## src/sync_serial_pkg.sv

```systemverilog
package sync_serial_pkg;
    localparam int          CLK_HZ        = 100_000_000;
    localparam int          BIT_RATE_HZ   = 1_000_000;
    // half a bit period in mclk cycles, minus one
    localparam logic [7:0]  DIV_RESET     = 8'(CLK_HZ / (2 * BIT_RATE_HZ) - 1);
    localparam int          BYTE_BITS     = 8;

    localparam logic [7:0]  CTRL_OFS      = 8'h00;
    localparam logic [7:0]  TXBUF_OFS     = 8'h04;
    localparam logic [7:0]  RXBUF_OFS     = 8'h08;
    localparam logic [7:0]  DIV_OFS       = 8'h0C;
    localparam logic [7:0]  SEL_OFS       = 8'h10;
    localparam logic [7:0]  STAT_OFS      = 8'h14;

    localparam int          TX_ON_BIT     = 0;
    localparam int          RX_ON_BIT     = 1;
    localparam int          SEL_FN_BIT    = 2;
    localparam int          TXIRQ_EN_BIT  = 3;
    localparam int          RXIRQ_EN_BIT  = 4;
    localparam int          CTRL_W        = 5;
    localparam logic [4:0]  CTRL_RESET    = 5'h00;
    localparam logic [1:0]  SEL_RESET     = 2'h3;
    localparam logic [31:0] OVERRUN_FLAG_MASK = 32'h0000_1000;

    localparam int          ST_BUSY       = 0;
    localparam int          ST_FULL       = 1;
    localparam int          ST_OVR        = 2;
    localparam int          ST_FAULT      = 3;
    localparam int          ST_OWNSEL     = 4;

    typedef enum logic [1:0] {
        SH_IDLE,
        SH_FALL,
        SH_RISE
    } shift_state_t;
endpackage

```

## src/rate_if.sv

```systemverilog
interface rate_if;
    logic       run;
    logic [7:0] divisor;
    logic       tick;
    modport ctrl (output run, output divisor, input tick);
    modport gen  (input run, input divisor, output tick);
endinterface

```

## src/sync_serial_master_select.sv

```systemverilog
// Functional notes
// - The master makes the shift clock itself and drives it out on its clock pin.
// - Outgoing data changes on the falling shift clock edge and incoming data is sampled on the rising edge.
// - Bytes are shifted least significant bit first in both directions.
// - There is no clock delay, so bit 0 is on the data pin before the first clock edge.
// - Reception works only with the receive-enable bit set and transmission only with the transmit-enable bit set.
// - Writing the transmit buffer starts a transfer to the selected slave when transmission is enabled.
// - Each received byte raises the receive interrupt and is then readable in the receive buffer; the code raises rxIrq only with RXIRQ_EN_BIT set.
// - The receive buffer word shows overrun at mask 1000h when a byte arrived before the last was read.
// - Each slave has its own active-low select output and only a selected slave takes part.
// - With the select function on, the own select input is monitored during master operation.
// - The bit-rate divider counts the undivided clock and is set for about 1 Mbps.
// - The transmit-complete interrupt is maskable on its own, apart from the receive interrupt.
//
// The implementer's own choices: register access over Wishbone and the register offsets.
module sync_serial_master_select (
    input  wire logic        mclk,
    input  wire logic        resetn,
    input  wire logic        wb_cyc_i,
    input  wire logic        wb_stb_i,
    input  wire logic        wb_we_i,
    input  wire logic [7:0]  wb_adr_i,
    input  wire logic [3:0]  wb_sel_i,
    input  wire logic [31:0] wb_dat_i,
    output logic      [31:0] wb_dat_o,
    output logic             wb_ack_o,
    output logic             shiftClockPin,
    output logic             serialOutPin,
    input  wire logic        serialInPin,
    input  wire logic        ownSelectInputN,
    output logic             slaveOneSelectN,
    output logic             slaveTwoSelectN,
    output logic      [7:0]  receivedBytePort,
    output logic             rxIrq,
    output logic             txIrq
);
    import sync_serial_pkg::*;

    typedef struct packed {
        logic              ack;
        logic [31:0]       rdat;
        logic [CTRL_W-1:0] ctrl;
        logic [7:0]        div;
        logic [1:0]        sel;
        shift_state_t      ph;
        logic [2:0]        bitIdx;
        logic [7:0]        txSh;
        logic [7:0]        rxSh;
        logic              sclk;
        logic              sdo;
        logic [7:0]        rxData;
        logic              rxFull;
        logic              ovr;
        logic              fault;
        logic              rxIrq;
        logic              txIrq;
        logic [1:0]        sync1;
        logic [1:0]        sync2;
    } core_t;

    core_t cur;
    core_t next_cur;

    logic       access;
    logic       start;
    logic       done;
    logic       abort;
    logic [7:0] inByte;

    rate_if rate ();

    rate_tick_gen u_rate (
        .mclk   (mclk),
        .resetn (resetn),
        .rate   (rate)
    );

    function automatic logic hit(input logic [7:0] adr, input logic [7:0] ofs);
        return {adr[7:2], 2'b00} == ofs;
    endfunction

    assign rate.run     = cur.ph != SH_IDLE;
    assign rate.divisor = cur.div;

    always_comb begin
        next_cur       = cur;
        next_cur.rxIrq = 1'b0;
        next_cur.txIrq = 1'b0;
        // sync1 feeds sync2 only; bit 0 data in, bit 1 own select
        next_cur.sync1 = {ownSelectInputN, serialInPin};
        next_cur.sync2 = cur.sync1;
        access         = wb_cyc_i && wb_stb_i && !cur.ack;
        next_cur.ack   = access;
        start          = 1'b0;
        done           = 1'b0;
        abort          = cur.ctrl[SEL_FN_BIT] && cur.ph != SH_IDLE && !cur.sync2[1];
        inByte         = {cur.sync2[0], cur.rxSh[7:1]};

        if (access && wb_we_i && wb_sel_i[0]) begin
            if (hit(wb_adr_i, CTRL_OFS)) begin
                next_cur.ctrl = wb_dat_i[CTRL_W-1:0];
            end
            if (hit(wb_adr_i, DIV_OFS)) begin
                next_cur.div = wb_dat_i[7:0];
            end
            if (hit(wb_adr_i, SEL_OFS)) begin
                next_cur.sel = wb_dat_i[1:0];
            end
            // a write while off or busy is dropped
            if (hit(wb_adr_i, TXBUF_OFS) && cur.ctrl[TX_ON_BIT] && cur.ph == SH_IDLE) begin
                start = 1'b1;
            end
        end

        if (access && !wb_we_i) begin
            case ({wb_adr_i[7:2], 2'b00})
                CTRL_OFS:  next_cur.rdat = 32'(cur.ctrl);
                DIV_OFS:   next_cur.rdat = 32'(cur.div);
                SEL_OFS:   next_cur.rdat = 32'(cur.sel);
                RXBUF_OFS: begin
                    next_cur.rdat = 32'(cur.rxData) | (cur.ovr ? OVERRUN_FLAG_MASK : 32'h0000_0000);
                    next_cur.rxFull = 1'b0;
                    next_cur.ovr    = 1'b0;
                end
                STAT_OFS: begin
                    next_cur.rdat = '0;
                    next_cur.rdat[ST_BUSY]   = cur.ph != SH_IDLE;
                    next_cur.rdat[ST_FULL]   = cur.rxFull;
                    next_cur.rdat[ST_OVR]    = cur.ovr;
                    next_cur.rdat[ST_FAULT]  = cur.fault;
                    next_cur.rdat[ST_OWNSEL] = cur.sync2[1];
                    next_cur.fault           = 1'b0;
                end
                default:   next_cur.rdat = 32'h0000_0000;
            endcase
        end

        case (cur.ph)
            SH_IDLE: begin
                next_cur.sclk = 1'b1;
                if (start) begin
                    // bit 0 goes out at once, no half-cycle lead
                    next_cur.sdo    = wb_dat_i[0];
                    next_cur.txSh   = {1'b0, wb_dat_i[7:1]};
                    next_cur.bitIdx = 3'h0;
                    next_cur.ph     = SH_FALL;
                end
            end
            SH_FALL: begin
                if (rate.tick) begin
                    next_cur.sclk = 1'b0;
                    if (cur.bitIdx != 3'h0) begin
                        next_cur.sdo  = cur.txSh[0];
                        next_cur.txSh = {1'b0, cur.txSh[7:1]};
                    end
                    next_cur.ph = SH_RISE;
                end
            end
            SH_RISE: begin
                if (rate.tick) begin
                    next_cur.sclk = 1'b1;
                    next_cur.rxSh = inByte;
                    if (cur.bitIdx == 3'(BYTE_BITS - 1)) begin
                        done        = 1'b1;
                        next_cur.ph = SH_IDLE;
                    end else begin
                        next_cur.bitIdx = cur.bitIdx + 3'h1;
                        next_cur.ph     = SH_FALL;
                    end
                end
            end
            default: next_cur.ph = SH_IDLE;
        endcase

        // a cut transfer leaves no byte and no interrupt
        if (done && !abort) begin
            next_cur.txIrq = cur.ctrl[TXIRQ_EN_BIT];
            if (cur.ctrl[RX_ON_BIT]) begin
                // a new byte wins over a read in the same cycle
                next_cur.rxData = inByte;
                next_cur.rxFull = 1'b1;
                next_cur.rxIrq  = cur.ctrl[RXIRQ_EN_BIT];
                if (cur.rxFull) begin
                    next_cur.ovr = 1'b1;
                end
            end
        end

        // another master pulled our select low: abort
        if (abort) begin
            next_cur.ph    = SH_IDLE;
            next_cur.sclk  = 1'b1;
            next_cur.fault = 1'b1;
        end
    end

    always_ff @(posedge mclk or negedge resetn) begin
        if (!resetn) begin
            cur       <= '0;
            cur.ctrl  <= CTRL_RESET;
            cur.div   <= DIV_RESET;
            cur.sel   <= SEL_RESET;
            cur.ph    <= SH_IDLE;
            cur.sclk  <= 1'b1;
            cur.sdo   <= 1'b1;
            cur.sync1 <= 2'h3;
            cur.sync2 <= 2'h3;
        end else begin
            cur <= next_cur;
        end
    end

    assign wb_ack_o         = cur.ack;
    assign wb_dat_o         = cur.rdat;
    assign shiftClockPin    = cur.sclk;
    assign serialOutPin     = cur.sdo;
    assign slaveOneSelectN  = cur.sel[0];
    assign slaveTwoSelectN  = cur.sel[1];
    assign receivedBytePort = cur.rxData;
    assign rxIrq            = cur.rxIrq;
    assign txIrq            = cur.txIrq;

    // rising shift clock edges since the transfer began
    logic [3:0] riseCnt;
    always_ff @(posedge mclk or negedge resetn) begin
        if (!resetn) begin
            riseCnt <= 4'h0;
        end else if (start) begin
            riseCnt <= 4'h0;
        end else if (cur.sclk == 1'b0 && next_cur.sclk == 1'b1) begin
            riseCnt <= riseCnt + 4'h1;
        end
    end

    idle_clock_a: assert property (@(posedge mclk) disable iff (!resetn)
        cur.ph == SH_IDLE |-> shiftClockPin)
        else $error("shift clock low while idle");
    data_edge_a: assert property (@(posedge mclk) disable iff (!resetn)
        $changed(serialOutPin) && $past(cur.ph) != SH_IDLE |-> $fell(shiftClockPin))
        else $error("data changed away from a falling edge");
    first_bit_a: assert property (@(posedge mclk) disable iff (!resetn)
        start |=> serialOutPin == $past(wb_dat_i[0]) && shiftClockPin && cur.ph == SH_FALL)
        else $error("bit 0 not presented at start");
    tx_gate_a: assert property (@(posedge mclk) disable iff (!resetn)
        access && wb_we_i && hit(wb_adr_i, TXBUF_OFS) && !cur.ctrl[TX_ON_BIT] && cur.ph == SH_IDLE
        |=> cur.ph == SH_IDLE)
        else $error("transfer began with transmission off");
    tx_start_a: assert property (@(posedge mclk) disable iff (!resetn)
        access && wb_we_i && wb_sel_i[0] && hit(wb_adr_i, TXBUF_OFS) && cur.ctrl[TX_ON_BIT]
        && cur.ph == SH_IDLE |=> cur.ph == SH_FALL)
        else $error("transmit buffer write did not start");
    rx_irq_a: assert property (@(posedge mclk) disable iff (!resetn)
        rxIrq |-> cur.rxFull && receivedBytePort == cur.rxSh)
        else $error("receive interrupt without the byte");
    overrun_set_a: assert property (@(posedge mclk) disable iff (!resetn)
        done && cur.ctrl[RX_ON_BIT] && cur.rxFull |=> cur.ovr)
        else $error("overrun not flagged");
    own_select_a: assert property (@(posedge mclk) disable iff (!resetn)
        cur.ctrl[SEL_FN_BIT] && cur.ph != SH_IDLE && !cur.sync2[1] |=> cur.ph == SH_IDLE && cur.fault)
        else $error("own select low did not stop the transfer");
    tx_mask_a: assert property (@(posedge mclk) disable iff (!resetn)
        $rose(cur.ph == SH_IDLE) && !$past(cur.ctrl[TXIRQ_EN_BIT]) |-> !txIrq)
        else $error("masked transmit interrupt fired");
    eight_bits_a: assert property (@(posedge mclk) disable iff (!resetn)
        done |-> riseCnt == 4'h7 && cur.bitIdx == 3'h7)
        else $error("transfer did not take eight clocks");

    first_hold_a: assert property (@(posedge mclk) disable iff (!resetn)
        cur.ph == SH_FALL && cur.bitIdx == 3'h0 |=> $stable(serialOutPin))
        else $error("bit 0 moved before the first falling edge");
    rise_hold_a: assert property (@(posedge mclk) disable iff (!resetn)
        $rose(shiftClockPin) |-> $stable(serialOutPin))
        else $error("data changed on a rising edge");
    sample_edge_a: assert property (@(posedge mclk) disable iff (!resetn)
        $changed(cur.rxSh) |-> $rose(shiftClockPin))
        else $error("input bit taken away from a rising edge");
    clock_tick_a: assert property (@(posedge mclk) disable iff (!resetn)
        $changed(shiftClockPin) |-> $past(rate.tick) || $past(abort))
        else $error("shift clock moved without a divider tick");
    rx_gate_a: assert property (@(posedge mclk) disable iff (!resetn)
        done && !cur.ctrl[RX_ON_BIT] |=> !rxIrq && $stable(receivedBytePort))
        else $error("byte stored with reception off");
    rx_store_a: assert property (@(posedge mclk) disable iff (!resetn)
        done && !abort && cur.ctrl[RX_ON_BIT]
        |=> receivedBytePort == $past(inByte) && rxIrq == $past(cur.ctrl[RXIRQ_EN_BIT]))
        else $error("received byte or interrupt missing");
    tx_irq_a: assert property (@(posedge mclk) disable iff (!resetn)
        done && !abort |=> txIrq == $past(cur.ctrl[TXIRQ_EN_BIT]))
        else $error("transmit interrupt does not follow its enable");
    abort_quiet_a: assert property (@(posedge mclk) disable iff (!resetn)
        abort |=> !rxIrq && !txIrq)
        else $error("interrupt after a cut transfer");
    ovr_clear_a: assert property (@(posedge mclk) disable iff (!resetn)
        access && !wb_we_i && hit(wb_adr_i, RXBUF_OFS) && !done |=> !cur.ovr && !cur.rxFull)
        else $error("receive buffer read did not clear the flags");
    select_hold_a: assert property (@(posedge mclk) disable iff (!resetn)
        !(access && wb_we_i && wb_sel_i[0] && hit(wb_adr_i, SEL_OFS))
        |=> $stable({slaveTwoSelectN, slaveOneSelectN}))
        else $error("select output moved without a select write");

    // the bus answers every new request after one cycle
    ack_latency_a: assert property (@(posedge mclk) disable iff (!resetn)
        wb_cyc_i && wb_stb_i && !wb_ack_o |=> wb_ack_o)
        else $error("bus request not answered");
    ack_once_a: assert property (@(posedge mclk) disable iff (!resetn)
        wb_ack_o |=> !wb_ack_o)
        else $error("acknowledge held longer than one cycle");
endmodule // sync_serial_master_select

```

## src/rate_tick_gen.sv

```systemverilog
module rate_tick_gen (
    input wire logic mclk,
    input wire logic resetn,
    rate_if.gen      rate
);
    import sync_serial_pkg::*;

    typedef struct packed {
        logic [7:0] count;
        logic       tick;
    } div_state_t;

    div_state_t cur;
    div_state_t next_cur;

    // counts undivided mclk, one tick per half bit period
    always_comb begin
        next_cur      = cur;
        next_cur.tick = 1'b0;
        if (!rate.run) begin
            next_cur.count = 8'h00;
        end else if (cur.count >= rate.divisor) begin
            next_cur.count = 8'h00;
            next_cur.tick  = 1'b1;
        end else begin
            next_cur.count = cur.count + 8'h01;
        end
    end

    always_ff @(posedge mclk or negedge resetn) begin
        if (!resetn) begin
            cur <= '0;
        end else begin
            cur <= next_cur;
        end
    end

    assign rate.tick = cur.tick;

    tick_spacing_a: assert property (@(posedge mclk) disable iff (!resetn)
        rate.tick && rate.run && rate.divisor != 8'h00 |=> !rate.tick)
        else $error("tick came on two adjacent cycles");
    tick_stopped_a: assert property (@(posedge mclk) disable iff (!resetn)
        !rate.run ##1 !rate.run |-> !rate.tick)
        else $error("tick while divider stopped");
endmodule // rate_tick_gen

```

## config.mk

```make
export PLATFORM = sky130hd
export DESIGN_NAME = sync_serial_master_select
export DESIGN_NICKNAME = d
export VERILOG_FILES = /design/src/sync_serial_pkg.sv /design/src/rate_if.sv /design/src/sync_serial_master_select.sv /design/src/rate_tick_gen.sv
export SDC_FILE = /design/constraint.sdc
export NUM_CORES = 1
export LEC_CHECK = 0
export ABC_AREA = 1
export BUFFER_PORTS_ARGS = -buffer_cell sky130_fd_sc_hd__buf_2
export CORE_UTILIZATION = 45
export DETAILED_ROUTE_END_ITERATION = 10
export GPL_ROUTABILITY_DRIVEN = 0
export PLACE_DENSITY = 0.71
export SYNTH_ARGS = -nofsm -noshare
export SYNTH_HDL_FRONTEND = slang
export SYNTH_SLANG_ARGS = --single-unit
```

## constraint.sdc

```tcl
create_clock -name mclk -period 4.6 [get_ports mclk]
set_input_delay 0.23 -clock mclk [delete_from_list [all_inputs] [get_ports mclk]]
set_output_delay 0.23 -clock mclk [all_outputs]
set_load 0.02 [all_outputs]
```

## Word-level counts from Yosys, hierarchy flattened

Cells that the tools add are included.

- Bits in registers: 97
- Input bits: 51
- Output and inout bits: 47
- Word-level logic and storage cells: 112

- Add/sub/neg operators: 2
- Magnitude comparators: 1
- Eq/ne operators: 16
- Muxes and demuxes: 38
- Bitwise operators: 1
- Reduce and logical (&&, ||, !) cells: 33

Operators by type and width:

| cell | number |
|---|---|
| $pmux 13 s5 | 1 |
| $mux 8 | 4 |
| $mux 13 | 2 |
| $mux 1 | 16 |
| $pmux 8 s2 | 1 |
| $mux 2 | 7 |
| $or 8x13->13 | 1 |
| $eq 6x2->1 const B | 2 |
| $eq 6x3->1 const B | 2 |
| $reduce_and 2->1 | 6 |
| $logic_and 1x1->1 | 10 |
| $reduce_bool 2->1 | 5 |
| $add 8x1->8 const B | 1 |
| $ge 8x8->1 | 1 |
| $reduce_and 4->1 | 2 |
| $eq 6x1->1 const B | 1 |
| $logic_not 6->1 | 1 |
| $mux 3 | 2 |
| $ne 2x2->1 const B | 3 |
| $ne 3x2->1 const B | 2 |
| $pmux 2 s3 | 1 |
| $pmux 3 s2 | 1 |
| $reduce_and 3->1 | 2 |
| $mux 5 | 1 |
| other kinds (12) | 16 |

## Longest topological paths before layout

Gate-level depths: netlist of the first run.

- Word-level depth: 8
- Mapped depth: 10

## By module

From an unflattened synthesis of the first run, not the netlist that was laid out.

- Cells, all modules: 499
- Area, all modules: 4,003.8 sq um

Modules (own cells, without submodules):

| module | instances | cells an instance | area each (sq um) | seq. area each (sq um) |
|---|---|---|---|---|
| sync_serial_master_select | 1 | 413 | 3,344.5 | 1,590.3 |
| rate_tick_gen | 1 | 86 | 659.4 | 225.2 |

## Least setup slack after synthesis of the first run

No wires, ideal clock.

- Path kind: register to register
- Start point: register cur, in the netlist rate.divisor[5]
- End point: register u_rate.cur[1] in the netlist's numbering
- Setup time: 77 ps
- Arrival: 1,524 ps
- Setup slack: 2,999 ps
- Stages on the path, launching flop included: 8
- Period minus slack after synthesis: 1,601 ps
- Path through: dfstp_2 -> inv_1 -> ha_1 -> a21oi_1 -> nor2_1 -> nor3_1 -> nand3_1 -> nor2_1

RTL lines:

| what | line | source |
|---|---|---|
| from (decl) | sync_serial_master_select.sv:61 | `core_t cur;` |
| from (signal assigned) | sync_serial_master_select.sv:209 | `cur <= next_cur;` |
| to (signal assigned) | rate_tick_gen.sv:34 | `cur <= next_cur;` |
| to (decl) | rate_tick_gen.sv:13 | `div_state_t cur;` |

==> results of run 1 <==
-- metal layers --
layer / wire, um / part of all wire
met5: 0 / 0
met4: 130 / 0.018
met3: 255 / 0.036
met2: 3340 / 0.47
met1: 3450 / 0.48
-- cell usage after synthesis, types with 2 or more instances --
cell,n,share of area
nand2_2,5,0.0080
o21ai_0,24,0.031
xor2_1,3,0.0068
dfstp_2,11,0.074
dfrtp_1,61,0.39
o21ai_1,7,0.0090
nor2_1,32,0.031
o21ai_2,16,0.036
nand4_1,9,0.014
nand2_4,2,0.0058
inv_1,49,0.047
xnor2_1,3,0.0068
nor2_4,4,0.012
nand3_1,28,0.036
buf_2,5,0.0064
ha_1,17,0.055
nand2_1,100,0.096
buf_4,40,0.077
nor2_2,2,0.0032
a21oi_1,11,0.014
nor3_1,2,0.0026
buf_6,2,0.0058
clkbuf_1,2,0.0019
o22ai_1,2,0.0032
-- critical path: stages, from the launching register on --
cell and delay (ps):
dfstp_2 560, inv_1 50, ha_1 300, a21oi_1 160, nor2_1 60, nor3_1 230
nand3_1 310, nor2_1 200
-- worst paths after layout --
check | start | endpoint | slack (ps) | cells after the start
max | rate.divisor[5] | u_rate.cur[4] | 2650 | 7
min | resetn | cur[25] | 90 | 2
max reg2reg | rate.divisor[5] | u_rate.cur[4] | 2650 | 7
min reg2reg | cur[2] | cur[0] | 360 | 0
max in group asynchronous | resetn | rate.divisor[7] | 3950 | 2
min in group mclk | wb_dat_i[5] | rate.divisor[5] | 130 | 3
-- stage by stage --
stage                     instance area, um^2  worst slack (ps)  std cells
after global placement                   3980              2730        570
after global routing                     4220              2520        588
final                                    4220              2650        588
after CTS                                4220              2650        588
after detailed placement                 3980              2650        570
after floorplan                          3970              3000        468
-- flip-flops by register name, summed over array words and instances, names as in the netlist --
register          count
cur                  31
rate.divisor          8
receivedBytePort      8
rxIrq                 1
serialOutPin          1
shiftClockPin         1
slaveOneSelectN       1
slaveTwoSelectN       1
txIrq                 1
u_rate.cur            8
u_rate.rate.tick      1
wb_ack_o              1
wb_dat_o              9
-- cell type report --
cell class,count,area (um^2)
inverters,50,188
multi-input cells,297,1610
repair buffers,48,253
clock buffers,10,138
fillers,773,4080
flip-flops and latches,72,1820
clock inverters,6,82.6
well taps,105,131
-- kinds of logic after synthesis --
group	count (synthesis)	synth area share
DFF	72	0.467
adders and majority gates	17	0.0547
other	1	0.000964
and+or+nand+nor	189	0.225
AOI/OAI and AO/OA	62	0.0994
xor gates and xnor gates	6	0.0135
buffers and inverters	99	0.140
-- power by group --
group	switching, uW	internal (uW)	leakage [uW]
clock network	235	317	0.000112
logic	310	152	0.00108
registers	52.5	725	0.000929
-- repair_timing --
action                                 in CTS  in global routing
setup buffers                               0                  0
hold buffers                                2                  0
endpoints found under the hold margin       2                  0
==> results.sh, run 1 <==
export IMPL_run_status="finished, final reports clean"
export IMPL_end_kind="flip-flop"
export IMPL_core_area_mm2=0.00830
export IMPL_worstPathRequired_ps=4870
export IMPL_nNetsFinal=546
export IMPL_floorplan_initialDensity=0.469
export IMPL_async_reset_ff_frac=1.00
export IMPL_cts_htree_levels=3
export IMPL_register_area_share_after_synthesis=0.467
export IMPL_grt_setup_unrepaired="false"
export IMPL_powerDensity_mw_per_mm2=424
export IMPL_cts_repair_resizes=0
export IMPL_rows=33
export IMPL_postSynthCellCount=446
export IMPL_clock_sink_count=72
export IMPL_arrival_ps=2220
export IMPL_final_min_clock_period_ps=1950
export IMPL_worst_clock_skew_ps=7.95
export IMPL_grt_first_pass_wirelength_um=12100
export IMPL_timing_critical_path_fanout_max=8
export IMPL_diodes=0
export IMPL_critical_path_startpoint_type="flip-flop"
export IMPL_antenna_left=0
export IMPL_drive_gt1_frac=0.224
export IMPL_worst_ir_drop_on_vdd_uv=271
export IMPL_report_power_total_uw=1790
export IMPL_grt_start_max_net_pins=73
export IMPL_syn2layout_area_growth_pct=8.52
export IMPL_period_share=0.423
export IMPL_fmax_ghz=0.514
export IMPL_most_frequent_cells_in_the_layout="100 x nand2_1, 61 x dfrtp_1, 49 x inv_1"
export IMPL_clock_tree_from_tritoncts="done"
export IMPL_dp_hpwl_um=5270
export IMPL_cts_reportedPaths_clkPinSlew_ps=70
export IMPL_maxCapViolations=0
export IMPL_clock_tree_root_cell="clkbuf_8"
export IMPL_via_count=2785
export IMPL_synth_main_ff_cell="dfrtp_1"
export IMPL_number_of_port_buffers=45
export IMPL_number_of_distinct_library_cells_after_synthesis=33
export IMPL_hp_class="in -> async"
export IMPL_netlist_area_mm2=0.00389
export IMPL_routed_wirelength_um=7180
export IMPL_layout_cells_most_common="nand2_1"
export IMPL_drt_pre_antenna_iters=4
export IMPL_use_met2=0.288
export IMPL_first_iter_violations=130
export IMPL_via_count_of_the_first_global_routing_pass=2659
export IMPL_floorplan_die_width_um=95.0
export IMPL_setup_viol=0
export IMPL_synth_warnings=0
export IMPL_gr_usage_all_layers=0.177
export IMPL_final_core_utilization=0.509
export IMPL_grt_util_met1=0.234
export IMPL_cts_buffer_depth=2
export IMPL_detail_routed_via_count_per_cell=4.74
export IMPL_report_final_hold_viol_count=0
export IMPL_cts_buffers_inserted=9
export IMPL_clk_latency_ps=350
export IMPL_p_leak_uw=0.00212
export IMPL_synthesis_area_per_instance_um2=8.72
export IMPL_timing_slew_headroom=0.411
export IMPL_ys_seq_elements=72
export IMPL_detail_route_drc_violations=0
export IMPL_grt_use_met3=0.0290
export IMPL_post_synth_edffs=0
export IMPL_avgRoutedWirePerCell_um=12.2
export IMPL_number_of_antenna_violations_at_the_first_check_in_global_routing=0
export IMPL_setup_worst_path_class="reg -> reg"
export IMPL_boundaryPins=98
export IMPL_global_route_overflow_total=0
export IMPL_finalHoldWorstSlack_ps=88.8
export IMPL_die_h_um=95.0
export IMPL_tns_ps=0
export IMPL_timing_max_transition_violations_final=0
export IMPL_worst_slew_pin_slew_ps=883
export IMPL_floorplan_die_area_mm2=0.00902
export IMPL_most_used_layer_global_route="met2"
(Power assumes the default switching activity.)
==> inputs of run 2 (changes only) <==
--- a/config.mk
+++ b/config.mk
@@ -10,7 +10,7 @@
 export CORE_UTILIZATION = 45
 export DETAILED_ROUTE_END_ITERATION = 10
 export GPL_ROUTABILITY_DRIVEN = 0
-export PLACE_DENSITY = 0.71
+export PLACE_DENSITY = 0.74
 export SYNTH_ARGS = -nofsm -noshare
 export SYNTH_HDL_FRONTEND = slang
 export SYNTH_SLANG_ARGS = --single-unit
==> constraint.sdc (replaced) <==
create_clock -name mclk -period 1.55 [get_ports mclk]
set_input_delay 0.0775 -clock mclk [delete_from_list [all_inputs] [get_ports mclk]]
set_output_delay 0.0775 -clock mclk [all_outputs]
set_load 0.02 [all_outputs]
==> run 2 against run 1 <==
The run now ends with negative setup slack left. Wire length is 15% higher. Register-to-register slack worse by 2700 ps. Combinational power grew to 4.4 times the previous value. Critical path depth is the same. Count of clock-buffer cells in the layout down 1. Non-clock buffer count is 23 higher. Sequential share of layout area down 4.2 points. Highest routed layer unchanged.
==> results.sh, run 2 (synthesis results as in run 1) <==
export IMPL_avgRoutedWirePerCell_um=13.5
export IMPL_period_share=1.01
export IMPL_post_route_worst_setup_slack_ps=-18.7
export IMPL_maxCapViolations=0
export IMPL_die_h_um=95.0
export IMPL_cts_buffer_depth=2
export IMPL_via_count=3023
export IMPL_number_of_port_buffers=45
export IMPL_routed_wirelength_um=8260
export IMPL_clock_tree_root_cell="clkbuf_8"
export IMPL_global_route_overflow_total=0
export IMPL_reg2reg_to="u_rate.cur[8]"
export IMPL_detail_routed_via_count_per_cell=4.93
export IMPL_gr_usage_all_layers=0.192
export IMPL_clk_latency_ps=350
export IMPL_antenna_left=0
export IMPL_floorplan_initialDensity=0.469
export IMPL_worstPathRequired_ps=1820
export IMPL_cts_buffers_inserted=9
export IMPL_drt_pre_antenna_iters=4
export IMPL_floorplan_die_area_mm2=0.00902
export IMPL_dp_hpwl_um=5540
export IMPL_detail_route_drc_violations=0
export IMPL_most_frequent_cells_in_the_layout="98 x nand2_1, 61 x dfrtp_1, 46 x inv_1"
export IMPL_grt_use_met3=0.0250
export IMPL_hp_class="in -> reg"
export IMPL_worst_ir_drop_on_vdd_uv=1070
export IMPL_critical_path_reg2reg_startpoint="rate.divisor[5]"
export IMPL_nFillCells=713
export IMPL_floorplan_die_width_um=95.0
export IMPL_finalHoldWorstSlack_ps=5.08
export IMPL_diodes=0
export IMPL_drive_gt1_frac=0.297
export IMPL_grt_start_max_net_pins=73
export IMPL_final_min_clock_period_ps=1570
export IMPL_powerDensity_mw_per_mm2=1380
export IMPL_arrival_ps=1840
export IMPL_worst_clock_skew_ps=9.13
export IMPL_grt_util_met1=0.247
export IMPL_violations_in_the_final_reports="negative setup slack"
export IMPL_timing_critical_path_fanout_max=8
export IMPL_critical_path_startpoint_type="flip-flop"
export IMPL_run_status="finished, violations left"
export IMPL_largest_reg_flops=31
export IMPL_layout_cells_most_common="nand2_1"
export IMPL_most_used_layer_global_route="met2"
export IMPL_via_count_of_the_first_global_routing_pass=2901
export IMPL_critPathLaunch="rate.divisor[5]"
export IMPL_grt_first_pass_wirelength_um=13100
export IMPL_end_kind="flip-flop"
export IMPL_first_iter_violations=168
export IMPL_clock_sink_count=72
export IMPL_critPathCapture="u_rate.cur[8]"
export IMPL_regMostFlops="cur"
export IMPL_rows=33
export IMPL_setup_viol=3
export IMPL_fmax_ghz=0.637
export IMPL_p_leak_uw=0.00230
export IMPL_ff2ff_path_depth=7
export IMPL_nNetsFinal=571
export IMPL_number_of_antenna_violations_at_the_first_check_in_global_routing=0
export IMPL_setup_worst_path_class="reg -> reg"
export IMPL_timing_max_transition_violations_final=0
export IMPL_report_power_total_uw=6460
export IMPL_core_area_mm2=0.00830
export IMPL_rrSetupSlack_ps=-20
export IMPL_syn2layout_area_growth_pct=20.4
export IMPL_cts_reportedPaths_clkPinSlew_ps=80
export IMPL_use_met2=0.315
export IMPL_clock_tree_from_tritoncts="done"
export IMPL_boundaryPins=98
export IMPL_grt_setup_unrepaired="true"
export IMPL_report_final_hold_viol_count=0
export IMPL_tns_ps=-41.4
export IMPL_cts_htree_levels=3
-- run 2: cell count changes in the layout (fill, tap and decap cells not counted), sizes merged --
cell	change
buf	+19
dlygate4sd3	+4
bufinv	+3
clkinv	-3
clkbuf	-1
inv	+1
nand2	+1
nand3	+1
-- run 2: power breakdown --
part	total (uW)	switching, uW	leakage (uW)	internal, uW
Combinational	2010	1210	0.00123	802
Sequential	2310	160	0.000929	2150
Clock	2140	739	0.000140	1400
-- run 2: metal layers --
| layer | part of all wire | up-vias |
|---|---|---|
| met3 | 0.042 | 18 |
| li1 | - | 1476 |
| met1 | 0.45 | 1429 |
| met4 | 0.025 | 0 |
| met5 | 0 | - |
| met2 | 0.48 | 100 |
-- run 2: worst min path at each step --
stage          depth (start not counted)         endpoint   startpoint
2_1_floorplan                          0          cur[20]       resetn
3_3_place_gp                           2          cur[38]       resetn
5_1_grt                                3  rate.divisor[4]  wb_dat_i[4]
3_5_place_dp                           2          cur[38]       resetn
6_report                               3         wb_ack_o     wb_stb_i
4_1_cts                                3         wb_ack_o     wb_cyc_i
-- run 2: final cells by class --
class                   count  area (um^2)  share of cell area
clock buffers               9          124              0.0264
clock inverters             7          166              0.0355
inverters                  50          193              0.0411
repair buffers             71          473               0.101
flip-flops and latches     72         1820               0.388
well taps                 105          131              0.0280
multi-input cells         299         1780               0.380
-- run 2: timing repair --
item / 4_1_cts / 5_1_grt
endpoints found under the setup margin: 16 / 35
pin swaps: 10 / 12
resized for setup: 7 / 28
endpoints found under the hold margin: 66 / 0
buffers inserted: 3 / 5
cloned: 1 / 1
hold buffers: 6 / 0
-- run 2: critical path, stage by stage (launching register included) --
cell     delay, ps
dfstp_2        540
inv_2           40
ha_4           210
a21oi_2        130
nor2_2          70
nor3_4         180
nand3_4        180
nor2_2         130
-- run 2: metrics by stage --
stage | instances | area [um^2] | util | setup slack [ps]
5_1_grt | 613 | 4680 | 0.564 | -90.5
2_1_floorplan | 468 | 3980 | - | 25.7
6_report | 613 | 4680 | 0.564 | -18.7
3_5_place_dp | 581 | 4110 | 0.495 | -79.5
4_1_cts | 607 | 4530 | 0.546 | -34.9
3_3_place_gp | 581 | 4110 | 0.495 | -41.9
